File: config.mk
export PLATFORM = sky130hd
export DESIGN_NAME = wakeup_frame_filter
export DESIGN_NICKNAME = d
export VERILOG_FILES = /design/src/wake_pkg.sv /design/src/crc16_unit.sv /design/src/wakeup_frame_filter.sv
export SDC_FILE = /design/constraint.sdc
export NUM_CORES = 2
export LEC_CHECK = 0
export BUFFER_PORTS_ARGS = -buffer_cell sky130_fd_sc_hd__buf_2
export CAP_MARGIN = 40
export CORE_MARGIN = 3
export CORE_UTILIZATION = 45
export DETAILED_ROUTE_END_ITERATION = 10
export PLACE_DENSITY = 0.71
export SLEW_MARGIN = 20
export SYNTH_ARGS = -nofsm -noshare
export SYNTH_HDL_FRONTEND = slang
export SYNTH_SLANG_ARGS = --single-unit
File: constraint.sdc
create_clock -name mclk -period 4.3 [get_ports mclk]
set_input_delay 0.86 -clock mclk [delete_from_list [all_inputs] [get_ports mclk]]
set_output_delay 0.86 -clock mclk [all_outputs]
set_load 0.02 [all_outputs]
File: src/wake_pkg.sv
// Purpose: Shared constants for the wakeup frame filter block.
// Assumes: APB slave with 32-bit data, one aligned word per register.
// Notes:   Register offsets and the CRC-16 polynomial are local choices.

package wake_pkg;

   // ****************************************************************
   // Sizes
   // ****************************************************************
   localparam int NUM_FILTERS   = 8;
   localparam int MASK_BITS     = 128;
   localparam int MASK_IDX_BITS = 7;
   localparam int MASK_WORDS    = 4;
   localparam int WORD_BITS     = 32;
   localparam int POS_BITS      = 11;
   localparam int ADDR_BITS     = 12;
   localparam int CRC_BITS      = 16;
   localparam int OFS_BITS      = 8;
   localparam int CMD_BITS      = 4;

   // ****************************************************************
   // CRC-16 engine
   // ****************************************************************
   localparam logic [15:0] CRC_INIT = 16'hffff;
   localparam logic [15:0] CRC_POLY = 16'h8005;

   // ****************************************************************
   // Register map: filter f at f * 0x20, globals from 0x100
   // ****************************************************************
   localparam int FILT_SEL_BIT = 8;
   localparam int FILT_IDX_LSB = 5;
   localparam int FILT_IDX_W   = 3;
   localparam int REG_IDX_LSB  = 2;
   localparam int REG_IDX_W    = 3;
   localparam logic [2:0] REG_MASK3_IDX = 3'h3;
   localparam logic [2:0] REG_CMD_IDX   = 3'h4;
   localparam logic [2:0] REG_OFS_IDX   = 3'h5;
   localparam logic [2:0] REG_CRC_IDX   = 3'h6;

   localparam logic [11:0] ADDR_WAKE_CTRL   = 12'h100;
   localparam logic [11:0] ADDR_WAKE_STATUS = 12'h104;
   localparam logic [11:0] ADDR_WAKE_CLEAR  = 12'h108;
   localparam logic [11:0] ADDR_WAKE_IRQ_EN = 12'h10c;
   localparam logic [11:0] ADDR_MAC_CTRL    = 12'h110;

   // ****************************************************************
   // Fields
   // ****************************************************************
   localparam int CMD_EN_BIT    = 0;
   localparam int CMD_ATYPE_LSB = 2;
   localparam logic [1:0] ATYPE_UNICAST   = 2'h0;
   localparam logic [1:0] ATYPE_MULTICAST = 2'h2;

   localparam int CTRL_WAKE_FRAME_EN_BIT = 0;
   localparam int CTRL_GLOBAL_UCAST_BIT  = 9;
   localparam int MACCTRL_BROADCAST_DISABLE_DIS_BIT  = 11;

   localparam int STAT_WAKE_BIT = 0;
   localparam int STAT_HIT_LSB  = 8;
   localparam int STAT_BITS     = 16;

   localparam logic [31:0] RESET_WORD = 32'h0000_0000;

endpackage

File: src/crc16_unit.sv
// Purpose: Byte-wide CRC-16 accumulator for one wakeup filter.
// Assumes: One byte per feed cycle, most significant bit first.
// Notes:   A start cycle restarts the sum, and may also feed its byte.

module crc16_unit
   import wake_pkg::*;
(
   input  wire logic                mclk,
   input  wire logic                nrst,
   input  wire logic                start,
   input  wire logic                feed,
   input  wire logic [7:0]          data,
   output logic      [CRC_BITS-1:0] crc
);

   // ****************************************************************
   // Next value over one byte
   // ****************************************************************
   function automatic logic [CRC_BITS-1:0] crc_byte
   (
      input logic [CRC_BITS-1:0] c,
      input logic [7:0]          d
   );
      logic [CRC_BITS-1:0] r;
      logic                fb;
      r = c;
      for (int i = 7; i >= 0; i--)
      begin
         fb = r[CRC_BITS-1] ^ d[i];
         r  = {r[CRC_BITS-2:0], 1'b0};
         if (fb)
         begin
            r = r ^ CRC_POLY;
         end
      end
      return r;
   endfunction

   logic [CRC_BITS-1:0] base;

   assign base = start ? CRC_INIT : crc;

   always_ff @(posedge mclk or negedge nrst)
   begin
      if (!nrst)
      begin
         crc <= CRC_INIT;
      end
      else if (feed)
      begin
         crc <= crc_byte(base, data);
      end
      else if (start)
      begin
         crc <= CRC_INIT;
      end
   end

endmodule

File: src/wakeup_frame_filter.sv
// Purpose: Wakeup frame recognition in the MAC receive path, APB slave.
// Assumes: Receive bytes and frame class flags come from mclk logic.
// Notes:   Class flags are sampled on the last byte of the frame.
//
// What this block does
// - Masked bit j feeds frame byte offset plus j into the CRC.
// - Mask held as four words, word 0 low; lsb is earliest byte.
// - Address type 00 selects unicast, 10 selects multicast frames.
// - Address type with low bit set applies to regular-filter passes.
// - Command bit 0 enables the filter; bit 1 is reserved.
// - Eight-bit offset; zero is the first destination address byte.
// - Computed CRC equal to expected CRC-16 is a match.
// - Wake needs frame enable, enabled match, and a listed case.
// - Broadcast match wakes regardless of type and broadcast disable.
// - Unicast match wakes when global unicast bit 9 is set.
//
// The register addresses and the APB interface to the registers were decided locally.

module wakeup_frame_filter
   import wake_pkg::*;
(
   input  wire logic                 mclk,
   input  wire logic                 nrst,
   input  wire logic                 psel,
   input  wire logic                 penable,
   input  wire logic                 pwrite,
   input  wire logic [ADDR_BITS-1:0] paddr,
   input  wire logic [WORD_BITS-1:0] pwdata,
   output logic      [WORD_BITS-1:0] prdata,
   output logic                      pready,
   output logic                      pslverr,
   input  wire logic                 rx_valid,
   input  wire logic                 rx_sof,
   input  wire logic                 rx_eof,
   input  wire logic [7:0]           rx_data,
   input  wire logic                 rx_broadcast_disable,
   input  wire logic                 rx_mcast,
   input  wire logic                 rx_pass_filter,
   output logic                      wake,
   output logic                      irq,
   output logic                      broadcast_disable
);

   // ****************************************************************
   // Register storage
   // ****************************************************************
   logic [MASK_BITS-1:0] filter_byte_select_mask [NUM_FILTERS];
   logic [CMD_BITS-1:0]  filter_command          [NUM_FILTERS];
   logic [OFS_BITS-1:0]  filter_pattern_offset   [NUM_FILTERS];
   logic [CRC_BITS-1:0]  filter_expected_crc     [NUM_FILTERS];
   logic [WORD_BITS-1:0] wake_control_status_reg;
   logic [STAT_BITS-1:0] wake_status;
   logic [STAT_BITS-1:0] wake_irq_enable;

   // ****************************************************************
   // Bus decode
   // ****************************************************************
   logic                  acc_start;
   logic                  wr_commit;
   logic                  in_filters;
   logic [FILT_IDX_W-1:0] sel_filt;
   logic [REG_IDX_W-1:0]  sel_reg;
   logic [WORD_BITS-1:0]  next_prdata;
   logic                  next_pslverr;
   logic                  wake_frame_enable;
   logic                  global_ucast;

   // Data is prepared in the first access cycle, so pready is a flop
   assign acc_start  = psel && penable && !pready;
   assign wr_commit  = psel && penable && pready && pwrite;
   assign in_filters = !paddr[FILT_SEL_BIT]
                       && (paddr[ADDR_BITS-1:FILT_SEL_BIT+1] == '0);
   assign sel_filt   = paddr[FILT_IDX_LSB +: FILT_IDX_W];
   assign sel_reg    = paddr[REG_IDX_LSB +: REG_IDX_W];

   assign wake_frame_enable = wake_control_status_reg[CTRL_WAKE_FRAME_EN_BIT];
   assign global_ucast      = wake_control_status_reg[CTRL_GLOBAL_UCAST_BIT];

   always_comb
   begin
      next_prdata  = RESET_WORD;
      next_pslverr = 1'b0;
      if (in_filters)
      begin
         if (sel_reg <= REG_MASK3_IDX)
         begin
            next_prdata = filter_byte_select_mask[sel_filt]
                          [sel_reg[1:0] * WORD_BITS +: WORD_BITS];
         end
         else if (sel_reg == REG_CMD_IDX)
         begin
            next_prdata[CMD_BITS-1:0] = filter_command[sel_filt];
         end
         else if (sel_reg == REG_OFS_IDX)
         begin
            next_prdata[OFS_BITS-1:0] = filter_pattern_offset[sel_filt];
         end
         else if (sel_reg == REG_CRC_IDX)
         begin
            next_prdata[CRC_BITS-1:0] = filter_expected_crc[sel_filt];
         end
         else
         begin
            next_pslverr = 1'b1;
         end
      end
      else if (paddr == ADDR_WAKE_CTRL)
      begin
         next_prdata = wake_control_status_reg;
      end
      else if (paddr == ADDR_WAKE_STATUS)
      begin
         next_prdata[STAT_BITS-1:0] = wake_status;
      end
      else if (paddr == ADDR_WAKE_CLEAR)
      begin
         // Write-only: reads as zero
         next_prdata = RESET_WORD;
      end
      else if (paddr == ADDR_WAKE_IRQ_EN)
      begin
         next_prdata[STAT_BITS-1:0] = wake_irq_enable;
      end
      else if (paddr == ADDR_MAC_CTRL)
      begin
         next_prdata[MACCTRL_BROADCAST_DISABLE_DIS_BIT] = broadcast_disable;
      end
      else
      begin
         next_pslverr = 1'b1;
      end
   end

   // ****************************************************************
   // Bus answer
   // ****************************************************************
   always_ff @(posedge mclk or negedge nrst)
   begin
      if (!nrst)
      begin
         pready  <= 1'b0;
         prdata  <= RESET_WORD;
         pslverr <= 1'b0;
      end
      else
      begin
         pready  <= acc_start;
         pslverr <= acc_start && next_pslverr;
         if (acc_start && !pwrite)
         begin
            prdata <= next_prdata;
         end
      end
   end

   // ****************************************************************
   // Filter settings
   // ****************************************************************
   always_ff @(posedge mclk or negedge nrst)
   begin
      if (!nrst)
      begin
         for (int f = 0; f < NUM_FILTERS; f++)
         begin
            filter_byte_select_mask[f] <= '0;
            filter_command[f]          <= '0;
            filter_pattern_offset[f]   <= '0;
            filter_expected_crc[f]     <= '0;
         end
      end
      else if (wr_commit && in_filters)
      begin
         if (sel_reg <= REG_MASK3_IDX)
         begin
            filter_byte_select_mask[sel_filt]
               [sel_reg[1:0] * WORD_BITS +: WORD_BITS] <= pwdata;
         end
         else if (sel_reg == REG_CMD_IDX)
         begin
            // Reserved bit 1 is kept as zero
            filter_command[sel_filt] <= pwdata[CMD_BITS-1:0]
                                        & 4'hd;
         end
         else if (sel_reg == REG_OFS_IDX)
         begin
            filter_pattern_offset[sel_filt] <= pwdata[OFS_BITS-1:0];
         end
         else if (sel_reg == REG_CRC_IDX)
         begin
            filter_expected_crc[sel_filt] <= pwdata[CRC_BITS-1:0];
         end
      end
   end

   // ****************************************************************
   // Global settings
   // ****************************************************************
   always_ff @(posedge mclk or negedge nrst)
   begin
      if (!nrst)
      begin
         wake_control_status_reg <= RESET_WORD;
         wake_irq_enable         <= '0;
         broadcast_disable       <= 1'b0;
      end
      else if (wr_commit)
      begin
         if (paddr == ADDR_WAKE_CTRL)
         begin
            wake_control_status_reg <= RESET_WORD;
            wake_control_status_reg[CTRL_WAKE_FRAME_EN_BIT] <=
               pwdata[CTRL_WAKE_FRAME_EN_BIT];
            wake_control_status_reg[CTRL_GLOBAL_UCAST_BIT] <=
               pwdata[CTRL_GLOBAL_UCAST_BIT];
         end
         if (paddr == ADDR_WAKE_IRQ_EN)
         begin
            wake_irq_enable <= pwdata[STAT_BITS-1:0];
         end
         if (paddr == ADDR_MAC_CTRL)
         begin
            broadcast_disable <= pwdata[MACCTRL_BROADCAST_DISABLE_DIS_BIT];
         end
      end
   end

   // ****************************************************************
   // Frame byte position
   // ****************************************************************
   logic [POS_BITS-1:0] pos;
   logic [POS_BITS-1:0] cur_pos;
   logic                frame_start;

   assign frame_start = rx_valid && rx_sof;
   // Position 0 is the first destination address byte
   assign cur_pos = rx_sof ? '0 : pos;

   always_ff @(posedge mclk or negedge nrst)
   begin
      if (!nrst)
      begin
         pos <= '0;
      end
      else if (rx_valid && (cur_pos != '1))
      begin
         // Saturates so long frames never wrap back into a window
         pos <= cur_pos + POS_BITS'(1);
      end
   end

   // ****************************************************************
   // Frame class capture and evaluation strobe
   // ****************************************************************
   logic eval_pending;
   logic fr_broadcast_disable;
   logic fr_mcast;
   logic fr_ucast;
   logic fr_pass;

   always_ff @(posedge mclk or negedge nrst)
   begin
      if (!nrst)
      begin
         eval_pending <= 1'b0;
         fr_broadcast_disable     <= 1'b0;
         fr_mcast     <= 1'b0;
         fr_ucast     <= 1'b0;
         fr_pass      <= 1'b0;
      end
      else
      begin
         // CRC flops hold the final sum in the cycle after the last byte
         eval_pending <= rx_valid && rx_eof;
         if (rx_valid && rx_eof)
         begin
            fr_broadcast_disable <= rx_broadcast_disable;
            fr_mcast <= rx_mcast && !rx_broadcast_disable;
            fr_ucast <= !rx_mcast && !rx_broadcast_disable;
            fr_pass  <= rx_pass_filter;
         end
      end
   end

   // ****************************************************************
   // Per-filter CRC and match
   // ****************************************************************
   logic [NUM_FILTERS-1:0] hit;

   generate
      for (genvar gf = 0; gf < NUM_FILTERS; gf++)
      begin : g_filt
         logic [POS_BITS-1:0] ofs;
         logic [POS_BITS-1:0] rel;
         logic                in_win;
         logic                feed;
         logic [CRC_BITS-1:0] crc;
         logic [1:0]          atype;
         logic                class_ok;

         assign ofs    = POS_BITS'(filter_pattern_offset[gf]);
         assign rel    = cur_pos - ofs;
         // Window covers at most 128 bytes past the offset
         assign in_win = (cur_pos >= ofs)
                         && (rel < POS_BITS'(MASK_BITS));
         assign feed   = rx_valid && in_win
            && filter_byte_select_mask[gf][rel[MASK_IDX_BITS-1:0]];

         crc16_unit u_crc
         (
            .mclk  (mclk),
            .nrst  (nrst),
            .start (frame_start),
            .feed  (feed),
            .data  (rx_data),
            .crc   (crc)
         );

         assign atype = filter_command[gf][CMD_ATYPE_LSB +: 2];

         assign class_ok =
              fr_broadcast_disable
            || (global_ucast && fr_ucast)
            || (fr_pass && (atype[0]
               || ((atype == ATYPE_UNICAST) && fr_ucast)
               || ((atype == ATYPE_MULTICAST) && fr_mcast)));

         assign hit[gf] = filter_command[gf][CMD_EN_BIT]
                          && (crc == filter_expected_crc[gf])
                          && class_ok;
      end
   endgenerate

   // ****************************************************************
   // Wake decision
   // ****************************************************************
   logic                   wake_evt;
   logic [NUM_FILTERS-1:0] hit_evt;

   // Broadcast disable is deliberately not consulted here
   assign wake_evt = eval_pending && wake_frame_enable && (|hit);
   assign hit_evt  = wake_evt ? hit : '0;

   always_ff @(posedge mclk or negedge nrst)
   begin
      if (!nrst)
      begin
         wake <= 1'b0;
      end
      else
      begin
         wake <= wake_evt;
      end
   end

   // ****************************************************************
   // Status, clear and interrupt
   // ****************************************************************
   logic [STAT_BITS-1:0] stat_set;
   logic [STAT_BITS-1:0] stat_clr;

   always_comb
   begin
      stat_set                = '0;
      stat_set[STAT_WAKE_BIT] = wake_evt;
      stat_set[STAT_HIT_LSB +: NUM_FILTERS] = hit_evt;
      stat_clr = (wr_commit && (paddr == ADDR_WAKE_CLEAR))
                 ? pwdata[STAT_BITS-1:0] : '0;
   end

   always_ff @(posedge mclk or negedge nrst)
   begin
      if (!nrst)
      begin
         wake_status <= '0;
      end
      else
      begin
         // A new event in the clearing cycle survives the clear
         wake_status <= (wake_status & ~stat_clr) | stat_set;
      end
   end

   always_ff @(posedge mclk or negedge nrst)
   begin
      if (!nrst)
      begin
         irq <= 1'b0;
      end
      else
      begin
         irq <= |(wake_status & wake_irq_enable);
      end
   end

endmodule

==> out/qor_table.md <==
| Parameter | Value |
|:---|:---|
| WL per Instance | 34.4 microns |
| Die ar. | 0.175 sq mm |
| Router iterations before antenna repair | 8 |
| Final WL | 350000 microns |
| Async S/R FF share, synth | 100% |
| Synthesized area per cell | 10.2 sq um |
| Hold slack | 261 ps |
| Number of flops mapped to enable cells by yosys | 0 |
| Flip-flop count of the largest register, all copies and words added | 1024 |
| Area overhead of the layout relative to synthesis | 17.5% |
| Total power divided by cell area | 358 mW/mm^2 |
| Setup slack of the critical path after layout | -35.6 ps |
| Number of design rule violations left after detail routing | 0 |
| Row cnt | 150 |
| Worst setup SP type | flop |
| Actual slew at the worst max-slew pin | 967 ps |
| Count of warnings emitted by yosys | 0 |
| Core area | 0.168 sq mm |
| CTS tree | built |
| Final critical path time including I/O delays and setup | 4340 ps |
| Final Hold Violating Endpoints | 0 |
| Clock insertion delay at the later pin of the skew report | 840 ps |
| Power after layout | 32.2 mW |
| Unique cell type count in the Yosys netlist | 84 |
| Registers with the most flip-flops | filter_byte_select_mask x1024, filter_expected_crc x128, g_filt.u_crc.crc x128 |
| Worst-path maximum fanout | 26 |
| Number of antenna violations at the first check in global routing | 23 |
| Commonest cells after routing, fill and taps aside | sky130_fd_sc_hd__nand2_1 (1455), sky130_fd_sc_hd__dfrtp_1 (1327), sky130_fd_sc_hd__o21ai_0 (1282) |
| Via density | 6.75 |
| Initial core utilization | 45.5% |
| First-pass GRT wire length | 494000 microns |
| Final count of negative-setup-slack endpoints | 5 |
| Number of DRC violations after detailed-routing iteration 0 | 10900 |
| Data required time of the worst path | 5080 ps |
| Max-slew headroom | 35.6% |
| Vertical die dimension | 418 microns |
| Fillers | 14600 |
| Aggregate negative setup slack | -64.4 ps |
| Die outline width | 418 microns |
| Maximum number of pins on one net before global-route repair | 142 |
| Status | finished, violations left |
| Worst-path clk slew | 60 ps |
| Failing checks | negative setup slack |
| Fraction of the yosys area taken by sequential cells | 47.8% |
| Clock tree sinks | 1455 |
| Remaining antenna violation count | 0 |
| Max clock buf depth | 3 |
| Final nets | 7948 |
| Number of instances in the synthesized netlist | 7512 |
| Clock root buffer | sky130_fd_sc_hd__clkbuf_16 |
| Class of the most critical setup path | flop to flop |
| Max-slew violation count | 0 |
| Util after Layout | 53.5% |
| Worst VDD drop | 419 uV |
| Most common cell after layout, fill and taps aside | sky130_fd_sc_hd__nand2_1 |
| Final Wtd Congestion | 1.07 |
| Leakage power | 38.5 nW |
| H-tree depth reported by CTS | 4 |
| Layout cells sized above 1 | 22.4% |
| CP arrival | 5120 ps |
| Largest clock skew in the final design | 38.8 ps |
| HPWL Detailed | 255000 microns |
| Boundary Pins | 100 |
| Mapped Area | 0.0765 sq mm |
| Post-synthesis sequential element count | 1455 |
| # port buffers | 99 |
| Total vias in the final route | 68600 |
| Crit share post-route | 101% |
| Most flop-heavy register | filter_byte_select_mask |
| Combined global-route utilization of all metal layers | 39.6% |
| Post-Place Worst Slack | -647 ps |
| Count of max-cap constraint violations | 0 |
| Min-delay worst type | primary input to flop |
| Num CTS Buffers | 162 |
| Total overflow reported by the global router | 0 |
| Top flip-flop cell by instance count after synthesis | sky130_fd_sc_hd__dfrtp_1 |
| Endpoint type of the worst setup path | flop |
| Number of global-route vias before repair | 65100 |
| Synthesized netlist net count | 7653 |
| Maximum clock frequency | 231 MHz |
timing repair:
action | 4_1_cts | 5_1_grt
endpoints found under the setup margin | 13 | 36
cloned | 0 | 0
hold buffers | 1 | 0
pin swaps | 0 | 3
resized for setup | 1 | 5
hold endpoints to repair | 2 | 0
setup buffers | 0 | 2
per-stage QoR:
step,instance area (sq um),std cells
final,89900,10200
after CTS,89700,10100
after floorplan,76600,7512
after global routing,89800,10100
after detailed placement,84100,9837
after global placement,83900,9827
metal layers:
metal  wire [microns]  track usage, %
met2           142000            54.8
met5               86               0
met3            52400            17.2
met1           128000            50.8
met4            27000            24.3
worst max-delay path: stages, from the launching register on:
cell and delay, ps:
sky130_fd_sc_hd__dfrtp_1 440, sky130_fd_sc_hd__nand2b_4 210, sky130_fd_sc_hd__buf_4 180, sky130_fd_sc_hd__ha_4 120, sky130_fd_sc_hd__inv_1 50, sky130_fd_sc_hd__fa_2 630, sky130_fd_sc_hd__buf_4 280, sky130_fd_sc_hd__mux4_2 360
sky130_fd_sc_hd__mux4_2 510, sky130_fd_sc_hd__mux2i_1 440, sky130_fd_sc_hd__mux2_2 390, sky130_fd_sc_hd__o22ai_2 130, sky130_fd_sc_hd__buf_12 200, sky130_fd_sc_hd__mux2i_1 150, sky130_fd_sc_hd__o31a_1 150
area by class of cell:
cell class	instances	area (sq um)	area share, %
multi-input combinational	5413	37900	42.2
sequential	1455	36600	40.7
timing repair buffer	693	6710	7.46
clock buffer	226	4660	5.18
tap	2204	2760	3.07
clock inverter	72	945	1.05
inverter	82	308	0.342
antenna	21	52.6	0.0585
where the power goes:
part	total, mW	switching, mW	leakage [nW]	internal [mW]
combinational	3.56	2.47	16.2	1.09
clock	14.9	6.18	2.76	8.72
sequential	13.8	0.0341	19.5	13.7
total	32.2	8.68	38.5	23.5
cell families (layout without fill, tap and decap cells):
group,count (synthesis),count (layout),synth area share [%]
other cells,0,21,0
xor+xnor,313,313,3.60
flops,1455,1455,47.8
mux,728,728,15.4
fa+ha+maj,78,78,1.35
buf+inv,644,1073,3.29
simple gates,2046,2046,11.0
compound gates,2248,2248,17.6
path summary, 6_finish.rpt:
kind                       startpoint                           end  slack [ps]  depth (start not counted)
setup / recovery               pos[0]       g_filt[3].u_crc.crc[15]         -40                         14
hold / removal               rx_mcast                      fr_ucast         260                          2
setup reg to reg               pos[0]       g_filt[3].u_crc.crc[15]         -40                         14
hold reg to reg            prdata[23]                    prdata[23]         470                          2
max in group asynchronous        nrst  filter_byte_select_mask[986]        2360                          4
min in group asynchronous        nrst      filter_expected_crc[110]         560                          2
synth_stat cells, drive strengths merged, types with 128 or more instances:
library cell / count / area share [%]
nand2: 1489 / 7.3
dfrtp: 1327 / 43
o21ai: 1285 / 8.4
clkbuf: 464 / 2.3
mux4: 335 / 9.9
a22oi: 254 / 2.5
a21oi: 245 / 1.6
mux2: 236 / 3.5
nor2: 232 / 1.1
xor2: 171 / 2.0
mux2i: 157 / 2.1
xnor2: 142 / 1.6
dfstp: 128 / 4.4
Note: power is estimated with default switching activity, not from simulation.
